[src/dma_ctl_pkg.sv]
package dma_ctl_pkg;
   // register byte offsets
   localparam logic [31:0] CTRL_OFS     = 32'h0000_0000;
   localparam logic [31:0] CHEN_OFS     = 32'h0000_0004;
   // control word fields
   localparam int          PROT_LSB     = 28;
   localparam int          DW_LSB       = 21;
   localparam int          SW_LSB       = 18;
   localparam int          DB_LSB       = 15;
   localparam int          SB_LSB       = 12;
   localparam int          CNT_LSB      = 0;
   localparam int          CNT_W        = 12;
   localparam int          CODE_W       = 3;
   localparam logic [31:0] CTRL_RST     = 32'h0000_0000;
   // channel enable / status word fields
   localparam int          EN_BIT       = 0;
   localparam int          ACT_BIT      = 1;
   localparam int          WERR_BIT     = 2;
   localparam int          FLOW_BIT     = 3;
   localparam logic        EN_RST       = 1'b0;
   // width codes, equal to the bus size encoding
   localparam logic [2:0]  WIDTH_BYTE   = 3'h0;
   localparam logic [2:0]  WIDTH_HALF   = 3'h1;
   localparam logic [2:0]  WIDTH_WORD   = 3'h2;
   // bus attributes
   localparam logic [2:0]  HBURST_SINGLE = 3'h0;
   localparam logic        HPROT_DATA   = 1'b1;
   localparam int          BLEN_W       = 9;
endpackage

[src/dma_ctl_decode.sv]
// The AHB-Lite slave port and the register addresses are this design's own decisions.
`timescale 1ns/1ps
// Function
// - source width code at [20:18] gives 8, 16 or 32 bits; codes 3 to 7 are refused.
// - destination width code at [23:21] uses the same encoding as the source width.
// - differing source and destination widths are packed and unpacked by hardware.
// - destination burst code at [17:15] sets the transfers done per destination request.
// - source burst code at [14:12] sets the transfers done per source request.
// - burst code 0 means 1 transfer and codes 1 to 7 mean 4 up to 256 transfers.
// - the request burst size has no bearing on the bus burst type that is issued.
// - writing the twelve-bit count at [11:0] sets the transfers when this block flows.
// - the count falls toward zero per destination transfer and reads as what remains.
// - the three protection bits go out as bus attributes on every channel transfer.
// - protection bit 0 drives attribute bit 1, user or privileged.
// - protection bit 1 drives attribute bit 2, non-bufferable or bufferable.
// - protection bit 2 drives attribute bit 3, non-cacheable or cacheable.
module dma_ctl_decode (
   input  wire logic                           CLK_I,
   input  wire logic                           SRST_I,
   input  wire logic                           HSEL_I,
   input  wire logic [31:0]                    HADDR_I,
   input  wire logic [1:0]                     HTRANS_I,
   input  wire logic                           HWRITE_I,
   input  wire logic [2:0]                     HSIZE_I,
   input  wire logic [31:0]                    HWDATA_I,
   input  wire logic                           HREADY_I,
   output logic [31:0]                         HRDATA_O,
   output logic                                HREADYOUT_O,
   output logic                                HRESP_O,
   input  wire logic                           SRC_BREQ_I,
   input  wire logic                           DST_BREQ_I,
   input  wire logic [31:0]                    SRC_DATA_I,
   input  wire logic                           SRC_VALID_I,
   output logic                                SRC_READY_O,
   output logic [31:0]                         DST_DATA_O,
   output logic                                DST_VALID_O,
   input  wire logic                           DST_READY_I,
   output logic [2:0]                          SRC_SIZE_O,
   output logic [2:0]                          DST_SIZE_O,
   output logic [3:0]                          HPROT_O,
   output logic [2:0]                          HBURST_O,
   output logic [dma_ctl_pkg::BLEN_W-1:0]      SRC_BURST_LEN_O,
   output logic [dma_ctl_pkg::BLEN_W-1:0]      DST_BURST_LEN_O,
   output logic                                CH_ACTIVE_O
);
   import dma_ctl_pkg::*;

   logic [31:0]        ctrl_r;
   logic [31:0]        ctrl_nxt;
   logic [CNT_W-1:0]   cnt_r;
   logic [CNT_W-1:0]   cnt_nxt;
   logic               en_r;
   logic               en_nxt;
   logic               flow_r;
   logic               flow_nxt;
   logic               wr_pend_r;
   logic [31:0]        wr_addr_r;
   logic [31:0]        rdata_r;
   logic [31:0]        rd_val;
   logic               addr_ph;
   logic               wr_ctrl;
   logic               wr_chen;
   logic [1:0]         breq_s1_r;
   logic [1:0]         breq_s2_r;
   logic [1:0]         breq_d_r;
   logic               src_rise;
   logic               dst_rise;
   logic [BLEN_W-1:0]  src_left_r;
   logic [BLEN_W-1:0]  dst_left_r;
   logic [2:0]         sw_code;
   logic [2:0]         dw_code;
   logic [2:0]         sw_bytes;
   logic [2:0]         dw_bytes;
   logic               width_ok;
   logic               src_hs;
   logic               dst_hs;
   logic               pk_in_ready;
   logic               pk_out_valid;
   logic [3:0]         pk_level;

   function automatic logic [2:0] width_bytes(input logic [2:0] code);
      unique case (code)
         WIDTH_BYTE: width_bytes = 3'h1;
         WIDTH_HALF: width_bytes = 3'h2;
         WIDTH_WORD: width_bytes = 3'h4;
         default:    width_bytes = 3'h0;
      endcase
   endfunction

   function automatic logic [BLEN_W-1:0] burst_len(input logic [2:0] code);
      burst_len = (code == 3'h0) ? BLEN_W'(1) : BLEN_W'(2) << code;
   endfunction

   // field decode
   assign sw_code  = ctrl_r[SW_LSB +: CODE_W];
   assign dw_code  = ctrl_r[DW_LSB +: CODE_W];
   assign sw_bytes = width_bytes(sw_code);
   assign dw_bytes = width_bytes(dw_code);
   // wider than the 32-bit bus or reserved: channel will not start
   assign width_ok = (sw_code <= WIDTH_WORD) && (dw_code <= WIDTH_WORD);

   assign SRC_SIZE_O      = sw_code;
   assign DST_SIZE_O      = dw_code;
   assign SRC_BURST_LEN_O = burst_len(ctrl_r[SB_LSB +: CODE_W]);
   assign DST_BURST_LEN_O = burst_len(ctrl_r[DB_LSB +: CODE_W]);
   // single transfers only, whatever the request burst length
   assign HBURST_O        = HBURST_SINGLE;
   assign HPROT_O         = {ctrl_r[PROT_LSB + 2],
                             ctrl_r[PROT_LSB + 1],
                             ctrl_r[PROT_LSB],
                             HPROT_DATA};

   // bus slave: zero wait states, always okay
   assign HREADYOUT_O = 1'b1;
   assign HRESP_O     = 1'b0;
   assign HRDATA_O    = rdata_r;
   assign addr_ph     = HSEL_I & HTRANS_I[1] & HREADY_I;
   assign wr_ctrl     = wr_pend_r && (wr_addr_r == CTRL_OFS);
   assign wr_chen     = wr_pend_r && (wr_addr_r == CHEN_OFS);

   always_ff @(posedge CLK_I) begin
      if (SRST_I) begin
         wr_pend_r <= 1'b0;
         wr_addr_r <= '0;
      end else begin
         wr_pend_r <= addr_ph & HWRITE_I;
         wr_addr_r <= {HADDR_I[31:2], 2'b00};
      end
   end

   // next-state values; a software write beats a hardware update in the same cycle
   always_comb begin
      ctrl_nxt = ctrl_r;
      cnt_nxt  = cnt_r;
      en_nxt   = en_r;
      flow_nxt = flow_r;
      if (dst_hs && cnt_r != '0) begin
         cnt_nxt = cnt_r - CNT_W'(1);
         if (flow_r && cnt_r == CNT_W'(1)) begin
            en_nxt = 1'b0;
         end
      end
      if (wr_ctrl) begin
         ctrl_nxt = HWDATA_I;
         cnt_nxt  = HWDATA_I[CNT_LSB +: CNT_W];
      end
      if (wr_chen) begin
         en_nxt = HWDATA_I[EN_BIT] & width_ok;
         if (HWDATA_I[EN_BIT] && !en_r) begin
            // a zero count means a peripheral ends the transfer
            flow_nxt = cnt_r != '0;
         end
      end
   end

   always_ff @(posedge CLK_I) begin
      if (SRST_I) begin
         ctrl_r <= CTRL_RST;
         cnt_r  <= CTRL_RST[CNT_LSB +: CNT_W];
      end else begin
         ctrl_r <= ctrl_nxt;
         cnt_r  <= cnt_nxt;
      end
   end

   always_ff @(posedge CLK_I) begin
      if (SRST_I) begin
         en_r   <= EN_RST;
         flow_r <= 1'b0;
      end else begin
         en_r   <= en_nxt;
         flow_r <= flow_nxt;
      end
   end

   // read mux works on next values so a read right behind a write sees it
   always_comb begin
      rd_val = 32'h0000_0000;
      if ({HADDR_I[31:2], 2'b00} == CTRL_OFS) begin
         rd_val = {ctrl_nxt[31:CNT_W], cnt_nxt};
      end else if ({HADDR_I[31:2], 2'b00} == CHEN_OFS) begin
         rd_val[EN_BIT]   = en_nxt;
         rd_val[ACT_BIT]  = pk_level != 4'h0;
         rd_val[WERR_BIT] = ~width_ok;
         rd_val[FLOW_BIT] = flow_nxt;
      end
   end

   always_ff @(posedge CLK_I) begin
      if (SRST_I) begin
         rdata_r <= '0;
      end else if (addr_ph && !HWRITE_I) begin
         rdata_r <= rd_val;
      end
   end

   // request lines come from pins: two flops before use
   always_ff @(posedge CLK_I) begin
      if (SRST_I) begin
         breq_s1_r <= '0;
         breq_s2_r <= '0;
         breq_d_r  <= '0;
      end else begin
         breq_s1_r <= {DST_BREQ_I, SRC_BREQ_I};
         breq_s2_r <= breq_s1_r;
         breq_d_r  <= breq_s2_r;
      end
   end

   assign src_rise = breq_s2_r[0] & ~breq_d_r[0];
   assign dst_rise = breq_s2_r[1] & ~breq_d_r[1];

   // a request arriving mid-burst is ignored; the burst is not restartable
   always_ff @(posedge CLK_I) begin
      if (SRST_I || !en_r) begin
         src_left_r <= '0;
      end else if (src_rise && src_left_r == '0) begin
         src_left_r <= SRC_BURST_LEN_O;
      end else if (src_hs) begin
         src_left_r <= src_left_r - BLEN_W'(1);
      end
   end

   always_ff @(posedge CLK_I) begin
      if (SRST_I || !en_r) begin
         dst_left_r <= '0;
      end else if (dst_rise && dst_left_r == '0) begin
         dst_left_r <= DST_BURST_LEN_O;
      end else if (dst_hs) begin
         dst_left_r <= dst_left_r - BLEN_W'(1);
      end
   end

   assign SRC_READY_O = en_r && src_left_r != '0 && pk_in_ready;
   assign DST_VALID_O = en_r && dst_left_r != '0 && pk_out_valid;
   assign src_hs      = SRC_READY_O & SRC_VALID_I;
   assign dst_hs      = DST_VALID_O & DST_READY_I;
   assign CH_ACTIVE_O = en_r;

   // byte-lane packer between source and destination widths
   pack_unit #(
      .DW (32)
   ) u_pack (
      .clk_i       (CLK_I),
      .srst_i      (SRST_I),
      .clear_i     (~en_r),
      .in_bytes_i  (sw_bytes),
      .out_bytes_i (dw_bytes),
      .in_valid_i  (SRC_VALID_I & en_r & (src_left_r != '0)),
      .in_data_i   (SRC_DATA_I),
      .in_ready_o  (pk_in_ready),
      .out_valid_o (pk_out_valid),
      .out_ready_i (DST_READY_I & en_r & (dst_left_r != '0)),
      .out_data_o  (DST_DATA_O),
      .level_o     (pk_level)
   );
endmodule

[src/pack_unit.sv]
`timescale 1ns/1ps
module pack_unit #(
   parameter int DW = 32
) (
   input  wire logic          clk_i,
   input  wire logic          srst_i,
   input  wire logic          clear_i,
   input  wire logic [2:0]    in_bytes_i,
   input  wire logic [2:0]    out_bytes_i,
   input  wire logic          in_valid_i,
   input  wire logic [DW-1:0] in_data_i,
   output logic               in_ready_o,
   output logic               out_valid_o,
   input  wire logic          out_ready_i,
   output logic [DW-1:0]      out_data_o,
   output logic [3:0]         level_o
);
   logic [DW-1:0]   buf_r;
   logic [DW-1:0]   buf_nxt;
   logic [3:0]      cnt_r;
   logic [3:0]      cnt_nxt;
   logic [3:0]      rem;
   logic            pop;
   logic            push;
   logic [DW-1:0]   shifted;
   logic [DW-1:0]   in_mask;
   logic [2*DW-1:0] placed;

   assign out_valid_o = cnt_r >= {1'b0, out_bytes_i};
   assign pop         = out_valid_o & out_ready_i;
   assign rem         = pop ? cnt_r - {1'b0, out_bytes_i} : cnt_r;
   // room is judged after this cycle's pop so a full word can stream through
   assign in_ready_o  = (rem + {1'b0, in_bytes_i}) <= 4'(DW / 8);
   assign push        = in_valid_i & in_ready_o;
   assign out_data_o  = buf_r;
   assign level_o     = cnt_r;

   always_comb begin
      shifted = pop ? buf_r >> {out_bytes_i, 3'b000} : buf_r;
      in_mask = ~({DW{1'b1}} << {in_bytes_i, 3'b000});
      placed  = {{DW{1'b0}}, in_data_i & in_mask} << {rem, 3'b000};
      buf_nxt = push ? shifted | placed[DW-1:0] : shifted;
      cnt_nxt = push ? rem + {1'b0, in_bytes_i} : rem;
   end

   always_ff @(posedge clk_i) begin
      if (srst_i || clear_i) begin
         buf_r <= '0;
         cnt_r <= '0;
      end else begin
         buf_r <= buf_nxt;
         cnt_r <= cnt_nxt;
      end
   end
endmodule

[config.mk]
export PLATFORM = sky130hd
export DESIGN_NAME = dma_ctl_decode
export DESIGN_NICKNAME = d
export VERILOG_FILES = /design/src/dma_ctl_pkg.sv /design/src/dma_ctl_decode.sv /design/src/pack_unit.sv
export SDC_FILE = /design/constraint.sdc
export NUM_CORES = 1
export LEC_CHECK = 0
export BUFFER_PORTS_ARGS = -buffer_cell sky130_fd_sc_hd__buf_2
export CAP_MARGIN = 20
export CORE_UTILIZATION = 51
export DETAILED_ROUTE_END_ITERATION = 6
export PLACE_DENSITY = 0.85
export REMOVE_ABC_BUFFERS = 1
export SYNTH_ARGS = -nofsm -noshare
export SYNTH_HDL_FRONTEND = slang
export SYNTH_SLANG_ARGS = --single-unit
[constraint.sdc]
create_clock -name CLK_I -period 9.97 [get_ports CLK_I]
set_input_delay 1.4955 -clock CLK_I [delete_from_list [all_inputs] [get_ports CLK_I]]
set_output_delay 1.4955 -clock CLK_I [all_outputs]
set_load 0.1 [all_outputs]
==> results of run 1 <==
==> worst min-delay path by stage <==
stage	slack [ns]	start	depth (start not counted)	end
detailed placement	0.43	breq_s1_r[1]$_SDFF_PP0_	1	breq_s2_r[1]$_SDFF_PP0_
global route	0.47	breq_s1_r[0]$_SDFF_PP0_	1	breq_s2_r[0]$_SDFF_PP0_
CTS	0.44	breq_s1_r[1]$_SDFF_PP0_	1	breq_s2_r[1]$_SDFF_PP0_
floorplan	0.41	breq_s1_r[0]$_SDFF_PP0_	1	breq_s2_r[0]$_SDFF_PP0_
finish	0.44	breq_s1_r[1]$_SDFF_PP0_	1	breq_s2_r[1]$_SDFF_PP0_
global placement	0.42	breq_s1_r[1]$_SDFF_PP0_	1	breq_s2_r[1]$_SDFF_PP0_
==> sequential cells by signal, indices dropped and copies added, names as in the netlist <==
| name | count |
|---|---|
| flow_r | 1 |
| u_pack.level_o | 4 |
| CH_ACTIVE_O | 1 |
| cnt_r | 12 |
| breq_d_r | 2 |
| wr_pend_r | 1 |
| HRDATA_O | 32 |
| dst_left_r | 9 |
| breq_s2_r | 2 |
| src_left_r | 9 |
| wr_addr_r | 30 |
| u_pack.out_data_o | 32 |
| ctrl_r | 20 |
| breq_s1_r | 2 |
==> per-layer routing <==
metal | vias to the layer above | track usage (%) | share of wire [%]
met2 | 341 | 46.7 | 48
met4 | 0 | 11.0 | 2.0
met1 | 3404 | 34.1 | 41
li1 | 3499 | - | -
met3 | 41 | 6.87 | 8.8
met5 | - | 0 | 0
==> power by group through the flow <==
| stage | combinational, mW | sequential (mW) | clock [mW] |
|---|---|---|---|
| after global placement | 0.0583 | 0.651 | 0 |
| after global routing | 0.0652 | 0.638 | 0.697 |
| after CTS | 0.0598 | 0.637 | 0.671 |
| after floorplan | 0.0277 | 0.650 | 0 |
| after detailed placement | 0.0592 | 0.651 | 0 |
| final | 0.0602 | 0.637 | 0.666 |
==> worst max-delay path: stages (launching register included) <==
cell and delay (ns):
sky130_fd_sc_hd__dfxtp_1 0.30, sky130_fd_sc_hd__buf_4 0.27, sky130_fd_sc_hd__nand2b_1 0.34, sky130_fd_sc_hd__or2_2 0.41, sky130_fd_sc_hd__fa_1 0.43, sky130_fd_sc_hd__a211o_1 0.35, sky130_fd_sc_hd__o211a_1 0.27, sky130_fd_sc_hd__nand2_1 0.34
sky130_fd_sc_hd__mux2_2 0.52, sky130_fd_sc_hd__inv_1 0.63, sky130_fd_sc_hd__fa_1 0.56, sky130_fd_sc_hd__nor2b_1 0.15, sky130_fd_sc_hd__o21ai_0 0.24, sky130_fd_sc_hd__nor3_1 0.09, sky130_fd_sc_hd__buf_2 0.30
==> cell type report <==
type                       instances  share of cell area [%]
antenna                            1                  0.0275
clock buffer                      21                    5.17
clock inverter                     9                    1.50
inverter                          17                   0.701
multi-input combinational        655                    43.8
sequential                       157                    34.5
tap                              180                    2.47
timing repair buffer             209                    11.9
==> placed cells by master, fill, tap and decap left out, types with 7 or more instances in the layout <==
master                      instances
sky130_fd_sc_hd__a22o_1            21
sky130_fd_sc_hd__buf_2            195
sky130_fd_sc_hd__ha_1              11
sky130_fd_sc_hd__o22ai_1           14
sky130_fd_sc_hd__a211oi_1           7
sky130_fd_sc_hd__o31ai_1           15
sky130_fd_sc_hd__xor2_1            13
sky130_fd_sc_hd__inv_1             16
sky130_fd_sc_hd__nor4_1            21
sky130_fd_sc_hd__nand2_1          103
sky130_fd_sc_hd__nand4_1           11
sky130_fd_sc_hd__a21oi_1           56
sky130_fd_sc_hd__dfxtp_1          157
sky130_fd_sc_hd__buf_4             14
sky130_fd_sc_hd__a31oi_1           18
sky130_fd_sc_hd__nor2_1            79
sky130_fd_sc_hd__nor2b_1           50
sky130_fd_sc_hd__clkbuf_16         17
sky130_fd_sc_hd__mux2_2            11
sky130_fd_sc_hd__conb_1             8
sky130_fd_sc_hd__nor3_1            38
sky130_fd_sc_hd__xnor2_1            8
sky130_fd_sc_hd__o21ai_0           43
sky130_fd_sc_hd__nand3_1           15
sky130_fd_sc_hd__and3_1             8
==> stage by stage <==
step	hold WS [ns]	util, %	area, sq um
floorplan	0.414	-	7180
global placement	0.417	60.2	8490
detailed placement	0.428	60.2	8490
CTS	0.442	64.5	9100
global route	0.473	64.6	9110
finish	0.437	64.6	9110
==> cell families (layout without fill, tap and decap cells) <==
logic type,after synthesis,after routing
AOI/OAI and AO/OA,216,216
xor gates and xnor gates,23,23
adders and majority gates,13,13
buffers and inverters,86,256
DFF,157,157
muxes,17,17
other,2,9
and+or+nand+nor,378,378
==> metrics list, run 1 <==
- In this run the critical register-to-register path is launched from ctrl_r[21]$_SDFF_PP0_.
- Once detailed placement completed, the half-perimeter wirelength came to ~14 mm.
* Ratio of routed vias to standard cells: slightly below 6
- Residual antenna-violating net count after detailed routing: 0
- Starting density of the core: approximately 53%
- Share of flip-flops with an asynchronous set or reset after synthesis: 0%
* Unrepaired setup endpoints after global routing: false
- Cell area after synthesis: between 0.007 and 0.008 sq mm
- The initialized floorplan defines 43 standard-cell rows.
* Most frequent cells after synthesis: sky130_fd_sc_hd__dfxtp_1, sky130_fd_sc_hd__nand2_1, sky130_fd_sc_hd__nor2_1, sky130_fd_sc_hd__a21oi_1, sky130_fd_sc_hd__nor2b_1
* Total number of vias: 7,285
- In this run, synthesis inferred 0 flip-flops with an integrated enable.
- Max VDD drop: around 0.11 mV
- Static Leak: approximately 4 nW
- Simple-Gate Fraction of Synth Area: 25.5%
* Number of slew-limit violations in the final report: 0
- Post-synthesis cell type count: 65
- Min setup slack post-route: 2.81 ns
* Post-CTS Hold Buffers: 0
* Pre-CTS worst setup slack: 3.34 ns
- Signal arrival time at the worst endpoint: 5.66 ns
* Overall fraction of global-route tracks in use: between 20% and 30%
- Number of port buffers: between 150 and 200
* Clock edge transition at the registers on the reported setup and hold paths: 0.06 ns
- The worst path uses between 70 and 80% of the clock period.
- Dividing total power by cell area gives a power density of 150 mW/mm^2.
- The finished layout holds around 1,200 standard cells, fillers aside.
- Psw: 0.293 mW
- Registers take between 0.003 and 0.004 sq mm.
- Of the total power, the share spent switching nets is a little over a fifth.
* Xor/xnor cell area share of the yosys netlist: around 3.1%
* Post-synthesis share of cell area spent on full adders, half adders and majority gates: ~2.4%
- Capture point of the worst reg-to-reg path: u_pack.out_data_o[5]$_SDFF_PP0_
- After detailed routing, the average wire length per cell comes to 16.7 microns.
* Post-cts gate resize count: 0
* DRC Markers: 0
- Max transition margin: 26.9%
* Result of the run: finished, final reports clean
* Fraction of layout cells with a size suffix above 1: between 20% and 30%
- For this run, the number of Yosys warnings is 0.
- Count of cells along the worst register-to-register path: 17
- Clock tree root buffer cell: sky130_fd_sc_hd__clkbuf_16
* Final-layout fill cell count: ~1,200
- TritonCTS clock tree: built
* Cts bufs inserted: 17
* Transition time of the tightest slew-check pin: approximately 1.1 ns
- The die covers 0.0152 sq mm.
- The tool flagged a number of max-cap violations equal to 0.
* Total instance count after detailed placement: roughly 1,200
- The worst setup path is captured at an output pin.
- Predominant post-synthesis flop cell: sky130_fd_sc_hd__dfxtp_1
- Overall Power: 1.36 mW
- # IOs: 210
- The initial antenna violation count was 2.
- Worst Path Max Fanout: 23
- Kind of start point of the critical path: register
- Adding up every negative setup slack in the final design gives 0 ns.
* Detailed Route WL: roughly 21 mm
- Combinational family with the most area after synthesis: simple AND/OR/NAND/NOR gates
- The average instance in the mapped netlist occupies roughly 8.4 sq um.
- Number of register bits inferred by synthesis: 157
- Timing-limited maximum frequency: 140 MHz
- The total area inside the core boundary comes to 0.0141 sq mm.
- Number of setup buffers added after CTS: 0
* Synth top area share: roughly two fifths
- The clock net in this run drives a total of around 160 sinks.
- Between clock sinks in the finished design, the worst skew comes to roughly 0.0072 ns.
- Area grow syn2layout: 21.7%
* First-iteration detailed-routing DRC count: 661
- The first global-routing pass estimated ~33 mm of wire.
- Final Critical Period: a little over 7 ns
* Clock Power Share: between 40% and 50%
* Internal power: about 1.1 mW
- Combinational logic burns under 10% of the power.
* First element of the critical path: ctrl_r[21]$_SDFF_PP0_
- Die width: ~120 microns
- No sink is reached through more buffers than the 2 on the longest clock path.
- Number of global-route vias before repair: ~6,700
* Type of the most critical hold path: register to register
- Overflow left after global routing: 0
* Critical path data required time: 8.47 ns
* Fraction of synthesized area in multiplexers: about 2.5%
- CTS H-tree depth: 4
* Multi-input gate area: roughly 0.0040 sq mm
- Net count of the finished layout: 1,180
* Most frequent cell after synthesis: sky130_fd_sc_hd__dfxtp_1
* Cell count after synthesis: just under 900
* Destination of the critical timing path: SRC_READY_O
- Vertical extent of the die: 123 microns
* Largest net degree at the start of global routing: between 70 and 80
- Portion of total power attributed to sequential cells: between 40% and 50%
- The critical path is of the register to output pin type.
* Reg2reg setup slack: 3.58 ns
* Router iterations before antenna repair: 5
- Routability-driven placement finished with a final weighted congestion of 0.917.
- Clock insertion delay at the later pin of the skew report: around 0.42 ns
* Largest cells by area after synthesis: sky130_fd_sc_hd__dfxtp_1, sky130_fd_sc_hd__nand2_1, sky130_fd_sc_hd__nor2b_1, sky130_fd_sc_hd__nor2_1, sky130_fd_sc_hd__a21oi_1
- Cell taking the most area after synthesis: sky130_fd_sc_hd__dfxtp_1
- Setup violations remaining at the end of the flow were counted as 0.
* Area fraction in compound gates after synthesis: about a fifth
- Of the synthesized area, sequential elements account for about two fifths.
- The number of hold-slack violations in the final timing report was 0.
No activity file was read; power rests on OpenSTA's default activity.
==> run 2, diff against run 1 <==
Settings changed: ABC_AREA from default to 1, CORE_UTILIZATION 51 to 49, PLACE_DENSITY 0.85 to 0.84.
Clock period 9.97 ns to 6.48 ns, I/O delays scaled along.
==> metrics list, run 2 <==
- Final-layout fill cell count: 1,544 (+27%)
* DRC Markers: 2 (+2)
- Number of global-route vias before repair: 7,989 (+19%)
* Unrepaired setup endpoints after global routing: false
- Reg2reg setup slack: 1.29 ns (-2.29 ns)
- Sequential share of the synthesized area: 36.8% (-5.2 points)
- Setup Total Neg Slack: 0 ns (unchanged)
- GP Congestion: 0.905 (-1.3%)
- Transition time of the tightest slew-check pin: 1.03 ns (-0.0693 ns)
- Number of port buffers: 195 (unchanged)
- Critical path's most frequent cell: sky130_fd_sc_hd__inv_1
- Residual antenna-violating net count after detailed routing: 0 (unchanged)
* Cell area after synthesis: 0.00854 sq mm (+14%)
* Clock tree root buffer cell: sky130_fd_sc_hd__clkbuf_16
* Static Leak: 5.10 nW (+29%)
- The count of mapped cells out of synthesis was 1,268 (+42%).
- Of all cell types, the one taking the most synthesized area is sky130_fd_sc_hd__dfxtp_1.
- The cts-stage hold buffer count is 0 (unchanged).
* Net count of the finished layout: 1,552 (+32%)
- Post-synthesis cell type count: 55 (-15%)
- Largest cells by area after synthesis: sky130_fd_sc_hd__dfxtp_1, sky130_fd_sc_hd__nand2_1, sky130_fd_sc_hd__nor2_1, sky130_fd_sc_hd__inv_1, sky130_fd_sc_hd__nand3_1
- STA classifies the critical path startpoint as a register.
- Antenna violations before repair: 0 (-2)
- Number of flops mapped to enable cells by yosys: 0 (unchanged)
- The critical path in this run is classified as register to output pin.
- The global routing usage summed across all routing layers came to 26.5% (-1.3 points).
- The biggest cell delay along the critical path came to 0.49 ns (-0.14 ns).
- The maximum vdd ir drop is 0.175 mV (+61%).
- The CTS H-tree depth is 4 (unchanged).
- The post-detailed-placement half-perimeter wirelength came to 16.5 mm (+16%).
* Synthesized area divided by synthesized cell count: 6.73 sq um (-20%)
* Highest metal layer with signal wires: met4
- The number of placed I/O pins came to 210 (unchanged).
* Ratio of routed vias to standard cells: 5.28 (-9.5%)
- Critical-path cell with the highest stage delay: sky130_fd_sc_hd__fa_1
- Synthesis Warnings: 0 (unchanged)
- Clock edge transition at the registers on the reported setup and hold paths: 0.06 ns (about the same)
- Largest net degree at the start of global routing: 55 (-27%)
* Standard cell core area: 0.0168 sq mm (+19%)
- Timing would allow up to approximately 170 MHz.
- Result of the run: finished with violations
- Number of setup buffers added after CTS: 0 (unchanged)
- Most common cell after layout, fill and taps aside: sky130_fd_sc_hd__nand2_1
* Area grow syn2layout: 17.7%
- The kind of cell with the highest combined delay along the critical path is simple AND/OR/NAND/NOR gates.
- The clock insertion delay at the later pin of the skew report is 0.42 ns (about the same).
* TritonCTS clock tree: built
- The routed metal-1 wirelength came to 10.1 mm (+19%).
- The count of buffering cells on the critical path with inverters included came to 6 (+3).
* Antenna diode count: 0 (-1)
* Die width: 134 microns (+8.8%)
* Period utilization: just over 90%
* Worst Path Max Fanout: 25 (+8.7%)
- The min-delay analysis places its worst path in the category register to register.
- Number of placement rows: 47 (+9.3%)
- The total number of vias came to 8,771 (+20%).
- Most frequent cell after synthesis: sky130_fd_sc_hd__nand2_1
- Final setup fails: 0 (unchanged)
* Synth top area share: 36.8% (-5.2 points)
* Cts bufs inserted: 17 (unchanged)
* Failing checks: DRC
- The commonest cells after synthesis are sky130_fd_sc_hd__nand2_1, sky130_fd_sc_hd__nor2_1, sky130_fd_sc_hd__dfxtp_1, sky130_fd_sc_hd__inv_1, sky130_fd_sc_hd__nand3_1.
- Detailed Route WL: 23.6 mm (+13%)
- The maximum buffer depth of the clock tree is 2 (unchanged).
- Post-cts gate resize count: 0 (unchanged)
- The relative max-transition margin was 31.3% (+4.4 points).
* Starting density of the core: 50.8% (-2.3 points)
- The share of synthesized flip-flops with an asynchronous set or reset was 0% (unchanged).
- First-iteration detailed-routing DRC count: 765 (+16%)
- Met2 layer wire length in the routed design: 11.2 mm (+11%)
* Power density over the cells: 198 mW/mm^2 (+33%)
- Signal arrival time at the worst endpoint: 5.04 ns (-0.62 ns)
- Number of slew-limit violations in the final report: 0 (unchanged)
- The total of max-cap violations is 0 (unchanged).
- Die Footprint: 0.0180 sq mm (+18%)
- Final hold vios: 0 (unchanged)
* Average wire per cell in the routed design: 14.2 microns (-15%)
- The height of the die was 134 microns (+8.8%).
- Commonest cells after routing, fill and taps aside: sky130_fd_sc_hd__nand2_1, sky130_fd_sc_hd__nor2_1, sky130_fd_sc_hd__buf_2
- In the synthesized netlist the dominant register cell turns out to be sky130_fd_sc_hd__dfxtp_1.
- Fraction of layout cells with a size suffix above 1: 19.6% (-6.1 points)
* Global-route wire length before repair: 38.2 mm (+17%)
- The detailed-routing iteration count for the pre-antenna-repair pass is 7 (+2).
- The number of sinks on the clock net was 157 (unchanged).
* Number of register bits inferred by synthesis: 157 (unchanged)
- Counting I/O delays and the setup requirement, the final critical path takes roughly 6 ns.
- Critical-path cell list: inv_1 -> nor3_1 -> inv_2 -> ha_1 -> nand3_1 -> nand3_2 -> nand4_1 -> nand2_4 -> ha_1 -> inv_1 -> fa_1 -> inv_1 -> or2_2 -> a211oi_2 -> nand2_1 -> inv_1 -> buf_12
- Setup crit end kind: output pin
* Routed wl met3: 1.93 mm (+4.8%)
- The sum of internal, switching and leakage power came to 1.99 mW (+46%).
* Overflow left after global routing: 0 (unchanged)
- The clock skew came to 0.0106 ns (+0.00336 ns).
* Critical path data required time: 5.51 ns (-2.96 ns)
run 2: cell types whose count changed in the layout (fill, tap and decap cells not counted), moves of 13 or more:
cell	delta
sky130_fd_sc_hd__o21ai_0	+41
sky130_fd_sc_hd__nand2_1	+177
sky130_fd_sc_hd__inv_1	+123
sky130_fd_sc_hd__nor4_1	-15
sky130_fd_sc_hd__a21oi_1	-13
sky130_fd_sc_hd__o211ai_1	+24
sky130_fd_sc_hd__nor2b_1	-50
sky130_fd_sc_hd__a31oi_1	-14
sky130_fd_sc_hd__a22o_1	-21
sky130_fd_sc_hd__nor2_1	+120
sky130_fd_sc_hd__nand3_1	+82
run 2: power by group:
group	internal, mW	switching [mW]
clock	0.501	0.410
combinational	0.0368	0.0667
sequential	0.976	0.00334
run 2: worst reg2reg max path: stages (launching register included):
cell                       delay (ns)
sky130_fd_sc_hd__dfxtp_1         0.40
sky130_fd_sc_hd__inv_1           0.09
sky130_fd_sc_hd__nor3_1          0.46
sky130_fd_sc_hd__inv_2           0.29
sky130_fd_sc_hd__ha_1            0.45
sky130_fd_sc_hd__nand3_1         0.12
sky130_fd_sc_hd__nand3_2         0.14
sky130_fd_sc_hd__nand4_1         0.41
sky130_fd_sc_hd__nand2_4         0.41
sky130_fd_sc_hd__ha_1            0.24
sky130_fd_sc_hd__inv_1           0.05
sky130_fd_sc_hd__fa_1            0.49
sky130_fd_sc_hd__inv_1           0.05
sky130_fd_sc_hd__or2_2           0.28
sky130_fd_sc_hd__a211oi_2        0.34
sky130_fd_sc_hd__nand4_4         0.32
sky130_fd_sc_hd__nor2_4          0.34
sky130_fd_sc_hd__nand2_1         0.09
sky130_fd_sc_hd__a21oi_1         0.15
run 2: worst paths after layout:
| path | from | end | cells after the start |
|---|---|---|---|
| max | ctrl_r[22]$_SDFF_PP0_ | SRC_READY_O | 17 |
| min | breq_s1_r[1]$_SDFF_PP0_ | breq_s2_r[1]$_SDFF_PP0_ | 2 |
| max reg2reg | ctrl_r[22]$_SDFF_PP0_ | u_pack.out_data_o[23]$_SDFF_PP0_ | 18 |
| min reg2reg | breq_s1_r[1]$_SDFF_PP0_ | breq_s2_r[1]$_SDFF_PP0_ | 2 |
run 2: per-layer routing:
layer	vias up	track usage, %
met1	3932	33.0
met5	-	0
met4	0	10.4
met2	404	45.1
met3	38	4.76
li1	4397	-
run 2: logic make-up (layout without fill, tap and decap cells):
group,Yosys count,after routing,share of synthesized area [%]
XOR/XNOR,19,19,1.95
multiplexers,3,3,0.352
AND/OR/NAND/NOR,681,681,35.4
flip-flops,157,157,36.8
adder cells (fa/ha/maj),13,13,2.08
buffers and inverters,213,380,11.1
AO/OA/AOI/OAI,180,180,12.2
other,2,8,0.0880
run 2: layout make-up:
type	count	area, sq um	share of cell area, %
clock buffers	19	443	4.41
clock inverters	12	90.1	0.897
inverters	146	551	5.48
multi-input cells	904	4470	44.5
flip-flops and latches	157	3140	31.3
well taps	220	275	2.74
repair buffers	203	1080	10.7
run 2: metrics by stage:
stage               instance area, sq um  std cells  setup WS [ns]  hold slack, ns  util (%)
global placement                    9470       1628          0.976           0.392      56.3
finish                             10000       1661          0.464           0.431      59.7
detailed placement                  9470       1628          0.831           0.397      56.3
global route                       10000       1661          0.134           0.435      59.7
CTS                                10000       1659          0.378           0.431      59.5
floorplan                           8160       1207          0.364           0.388         -
==> run 3, diff against run 2 <==
Settings changed: SETUP_SLACK_MARGIN from default to 0.5.
==> metrics list, run 3 (synthesis gave the netlist of run 2 again) <==
- CP Buf/Inv Count: 7 (+1)
- The required time of the worst setup path is 5.51 ns (about the same).
- The worst hold slack across all endpoints came to 0.433 ns (+0.00112 ns).
- Routed wl met3: 1.96 mm (+1.7%)
* CP max stage delay: 0.49 ns (about the same)
- Power density over the cells: 198 mW/mm^2 (-0.35%)
- Leaving out fill and tap cells, the most frequent cells in the layout are sky130_fd_sc_hd__nand2_1, sky130_fd_sc_hd__nor2_1, sky130_fd_sc_hd__buf_2.
- Leaving out fill and tap cells, the most frequent cell in the layout is sky130_fd_sc_hd__nand2_1.
- The detailed router used layers up to and including met4.
* Failing checks: DRC
- The number of buffers added on ports was 195 (unchanged).
- The total stage count of the critical path came to 21 (+4).
- Global-route wire length before repair: 38.2 mm (about the same)
- The post-placement cell area came to 0.00947 sq mm (unchanged).
* Number of clock sinks: 157 (unchanged)
- Fraction of layout cells with a size suffix above 1: 19.9% (+0.31 points)
- Critical-path cell with the highest stage delay: sky130_fd_sc_hd__fa_1
- Number of slew-limit violations in the final report: 0 (unchanged)
* Met2 layer wire length in the routed design: 11.2 mm (about the same)
- The CTS H-tree depth came to 4 (unchanged).
- Result of the run: finished with violations
- TritonCTS built the clock tree.
- The clock skew came to 0.00920 ns (-0.00139 ns).
* Static Leak: 5.12 nW (+0.48%)
- Transition time of the tightest slew-check pin: 1.04 ns (+0.00994 ns)
- The number of nets with antenna violations after detailed routing was 0 (unchanged).
* Max VDD drop: 0.177 mV (+0.95%)
- First-iteration detailed-routing DRC count: 800 (+4.6%)
- The final critical path time including I/O delays and setup came to 5.77 ns (-0.250 ns).
* Detailed Route WL: 23.8 mm (+0.97%)
- Final std cells w/o fill: 1,664 (+0.18%)
* CP Class: register to output pin
- Antenna diode count: 0 (unchanged)
- The height of the die was 134 microns (unchanged).
- Starting density of the core: 50.8% (unchanged)
- Count of maximum capacitance violations: 0 (unchanged)
- The total number of vias came to 8,820 (+0.56%).
* Cts bufs inserted: 17 (unchanged)
- The area of all placed cells without fillers is 0.0101 sq mm (+0.42%).
- The peak fanout along the critical path was 25 (unchanged).
* Routed metal-1 wirelength: 10.2 mm (+1.0%)
* Post-CTS Hold Buffers: 0 (unchanged)
* Area grow syn2layout: 18.2%
- Max transition margin: 30.6% (-0.66 points)
- Signal arrival time at the worst endpoint: 4.79 ns (-0.25 ns)
* Clock insertion delay at the later pin of the skew report: 0.42 ns (about the same)
- Die Footprint: 0.0180 sq mm (unchanged)
* Overflow left after global routing: 0 (unchanged)
- The maximum frequency from static timing analysis is 173 MHz (+4.3%).
- Largest net degree at the start of global routing: 55 (unchanged)
* Net count of the finished layout: 1,555 (+0.19%)
- Period utilization: 89.0% (-3.9 points)
* Standard cell core area: 0.0168 sq mm (unchanged)
- The worst setup path is captured at an output pin.
- The detailed-routing iteration count for the pre-antenna-repair pass was 7 (unchanged).
- # IOs: 210 (unchanged)
- On the critical path the largest part of the delay comes from simple AND/OR/NAND/NOR gates.
- Final setup fails: 0 (unchanged)
- Number of global-route vias before repair: 7,992 (+0.038%)
- The wire length per cell after detailed routing was 14.3 microns (+0.79%).
- The number of hold-slack violations in the final timing report is 0 (unchanged).
- Maximum root-to-sink buffer count: 2 (unchanged)
- Detailed placer's ending HPWL: 16.5 mm (unchanged)
- Setup repair after global routing left no endpoint under its margin.
- Count of cells along the worst register-to-register path: 22 (+4)
- The number of instances in the placed design is 1,628 (unchanged).
- Number of placement rows: 47 (unchanged)
* GP Congestion: 0.905 (unchanged)
- Die width: 134 microns (unchanged)
* Critical-path cell list: nor2_2 -> nand2_1 -> buf_4 -> inv_1 -> ha_1 -> inv_1 -> fa_1 -> nand2_1 -> nand3_2 -> nand3_4 -> nand2_2 -> nand2_4 -> ha_1 -> inv_1 -> fa_1 -> inv_1 -> or2_2 -> a211oi_4 -> nand2_1 -> inv_1 -> buf_12
- The fill cell instance count of the final layout is 1,535 (-0.58%).
- The final setup TNS came to 0 ns (unchanged).
* DRC Markers: 5 (+3)
- Core Util, Final: 60.0% (+0.25 points)
* Clock edge transition at the registers on the reported setup and hold paths: 0.06 ns (about the same)
- Kind of start point of the critical path: register
* Overall fraction of global-route tracks in use: 26.5% (about the same)
- Clock tree synthesis selected as its root buffer the cell sky130_fd_sc_hd__clkbuf_16.
* Critical path's most frequent cell: sky130_fd_sc_hd__inv_1
- Antenna violations before repair: 0 (unchanged)
* Type of the most critical hold path: register to register
- The detailed-route vias per instance is 5.30 (+0.38%).
- Hold depth: 2 (unchanged)
-- run 3: timing repair --
action,4_1_cts,5_1_grt
gates resized for setup,1,6
pin swaps,1,2
cloned,0,1
endpoints found under the hold margin,0,0
setup buffers,0,2
endpoints found under the setup margin,1,1
-- run 3: worst register-to-register path: stages (launching register included) --
cell                       delay, ns
sky130_fd_sc_hd__dfxtp_1        0.40
sky130_fd_sc_hd__nor2_2         0.26
sky130_fd_sc_hd__nand2_1        0.08
sky130_fd_sc_hd__buf_4          0.23
sky130_fd_sc_hd__inv_1          0.20
sky130_fd_sc_hd__ha_1           0.18
sky130_fd_sc_hd__inv_1          0.07
sky130_fd_sc_hd__fa_1           0.44
sky130_fd_sc_hd__nand2_1        0.09
sky130_fd_sc_hd__nand3_2        0.15
sky130_fd_sc_hd__nand3_4        0.13
sky130_fd_sc_hd__nand2_2        0.15
sky130_fd_sc_hd__nand2_4        0.21
sky130_fd_sc_hd__ha_1           0.20
sky130_fd_sc_hd__inv_1          0.05
sky130_fd_sc_hd__fa_1           0.49
sky130_fd_sc_hd__inv_1          0.05
sky130_fd_sc_hd__or2_2          0.30
sky130_fd_sc_hd__a211oi_4       0.30
sky130_fd_sc_hd__nand4_4        0.30
sky130_fd_sc_hd__nor2_4         0.34
sky130_fd_sc_hd__nand2_1        0.09
sky130_fd_sc_hd__a21oi_1        0.15
-- run 3: routing by layer --
layer / GRT usage [%] / vias to the layer above
li1: - / 4402
met1: 33.0 / 3967
met3: 4.72 / 44
met2: 45.1 / 407
met5: 0 / -
met4: 10.4 / 0
-- run 3: path summary, 6_finish.rpt --
path	startpoint	endpoint	slack (ns)
setup reg to reg	ctrl_r[23]$_SDFF_PP0_	u_pack.out_data_o[23]$_SDFF_PP0_	1.55
hold / removal	breq_s1_r[0]$_SDFF_PP0_	breq_s2_r[0]$_SDFF_PP0_	0.43
hold reg to reg	breq_s1_r[0]$_SDFF_PP0_	breq_s2_r[0]$_SDFF_PP0_	0.43
setup / recovery	ctrl_r[23]$_SDFF_PP0_	SRC_READY_O	0.71
-- run 3: power breakdown --
part / total (mW) / leakage [nW] / switching (mW) / internal, mW
Combinational: 0.104 / 3.59 / 0.0668 / 0.0368
Clock: 0.912 / 0.256 / 0.411 / 0.501
Sequential: 0.980 / 1.27 / 0.00334 / 0.976
-- run 3: layout make-up --
cell class	instances	area, sq um	share of cell area [%]
inverters	146	553	5.48
clock inverters	12	90.1	0.893
flip-flops and latches	157	3140	31.2
repair buffers	205	1100	10.9
clock buffers	19	443	4.39
well taps	220	275	2.73
multi-input cells	905	4490	44.5
-- run 3: stage by stage --
stage          setup slack, ns  total power, mW
6_report                 0.715             2.00
3_5_place_dp             0.831             1.10
4_1_cts                  0.523             2.00
2_1_floorplan            0.364             1.06
5_1_grt                  0.489             2.06
3_3_place_gp             0.976             1.10
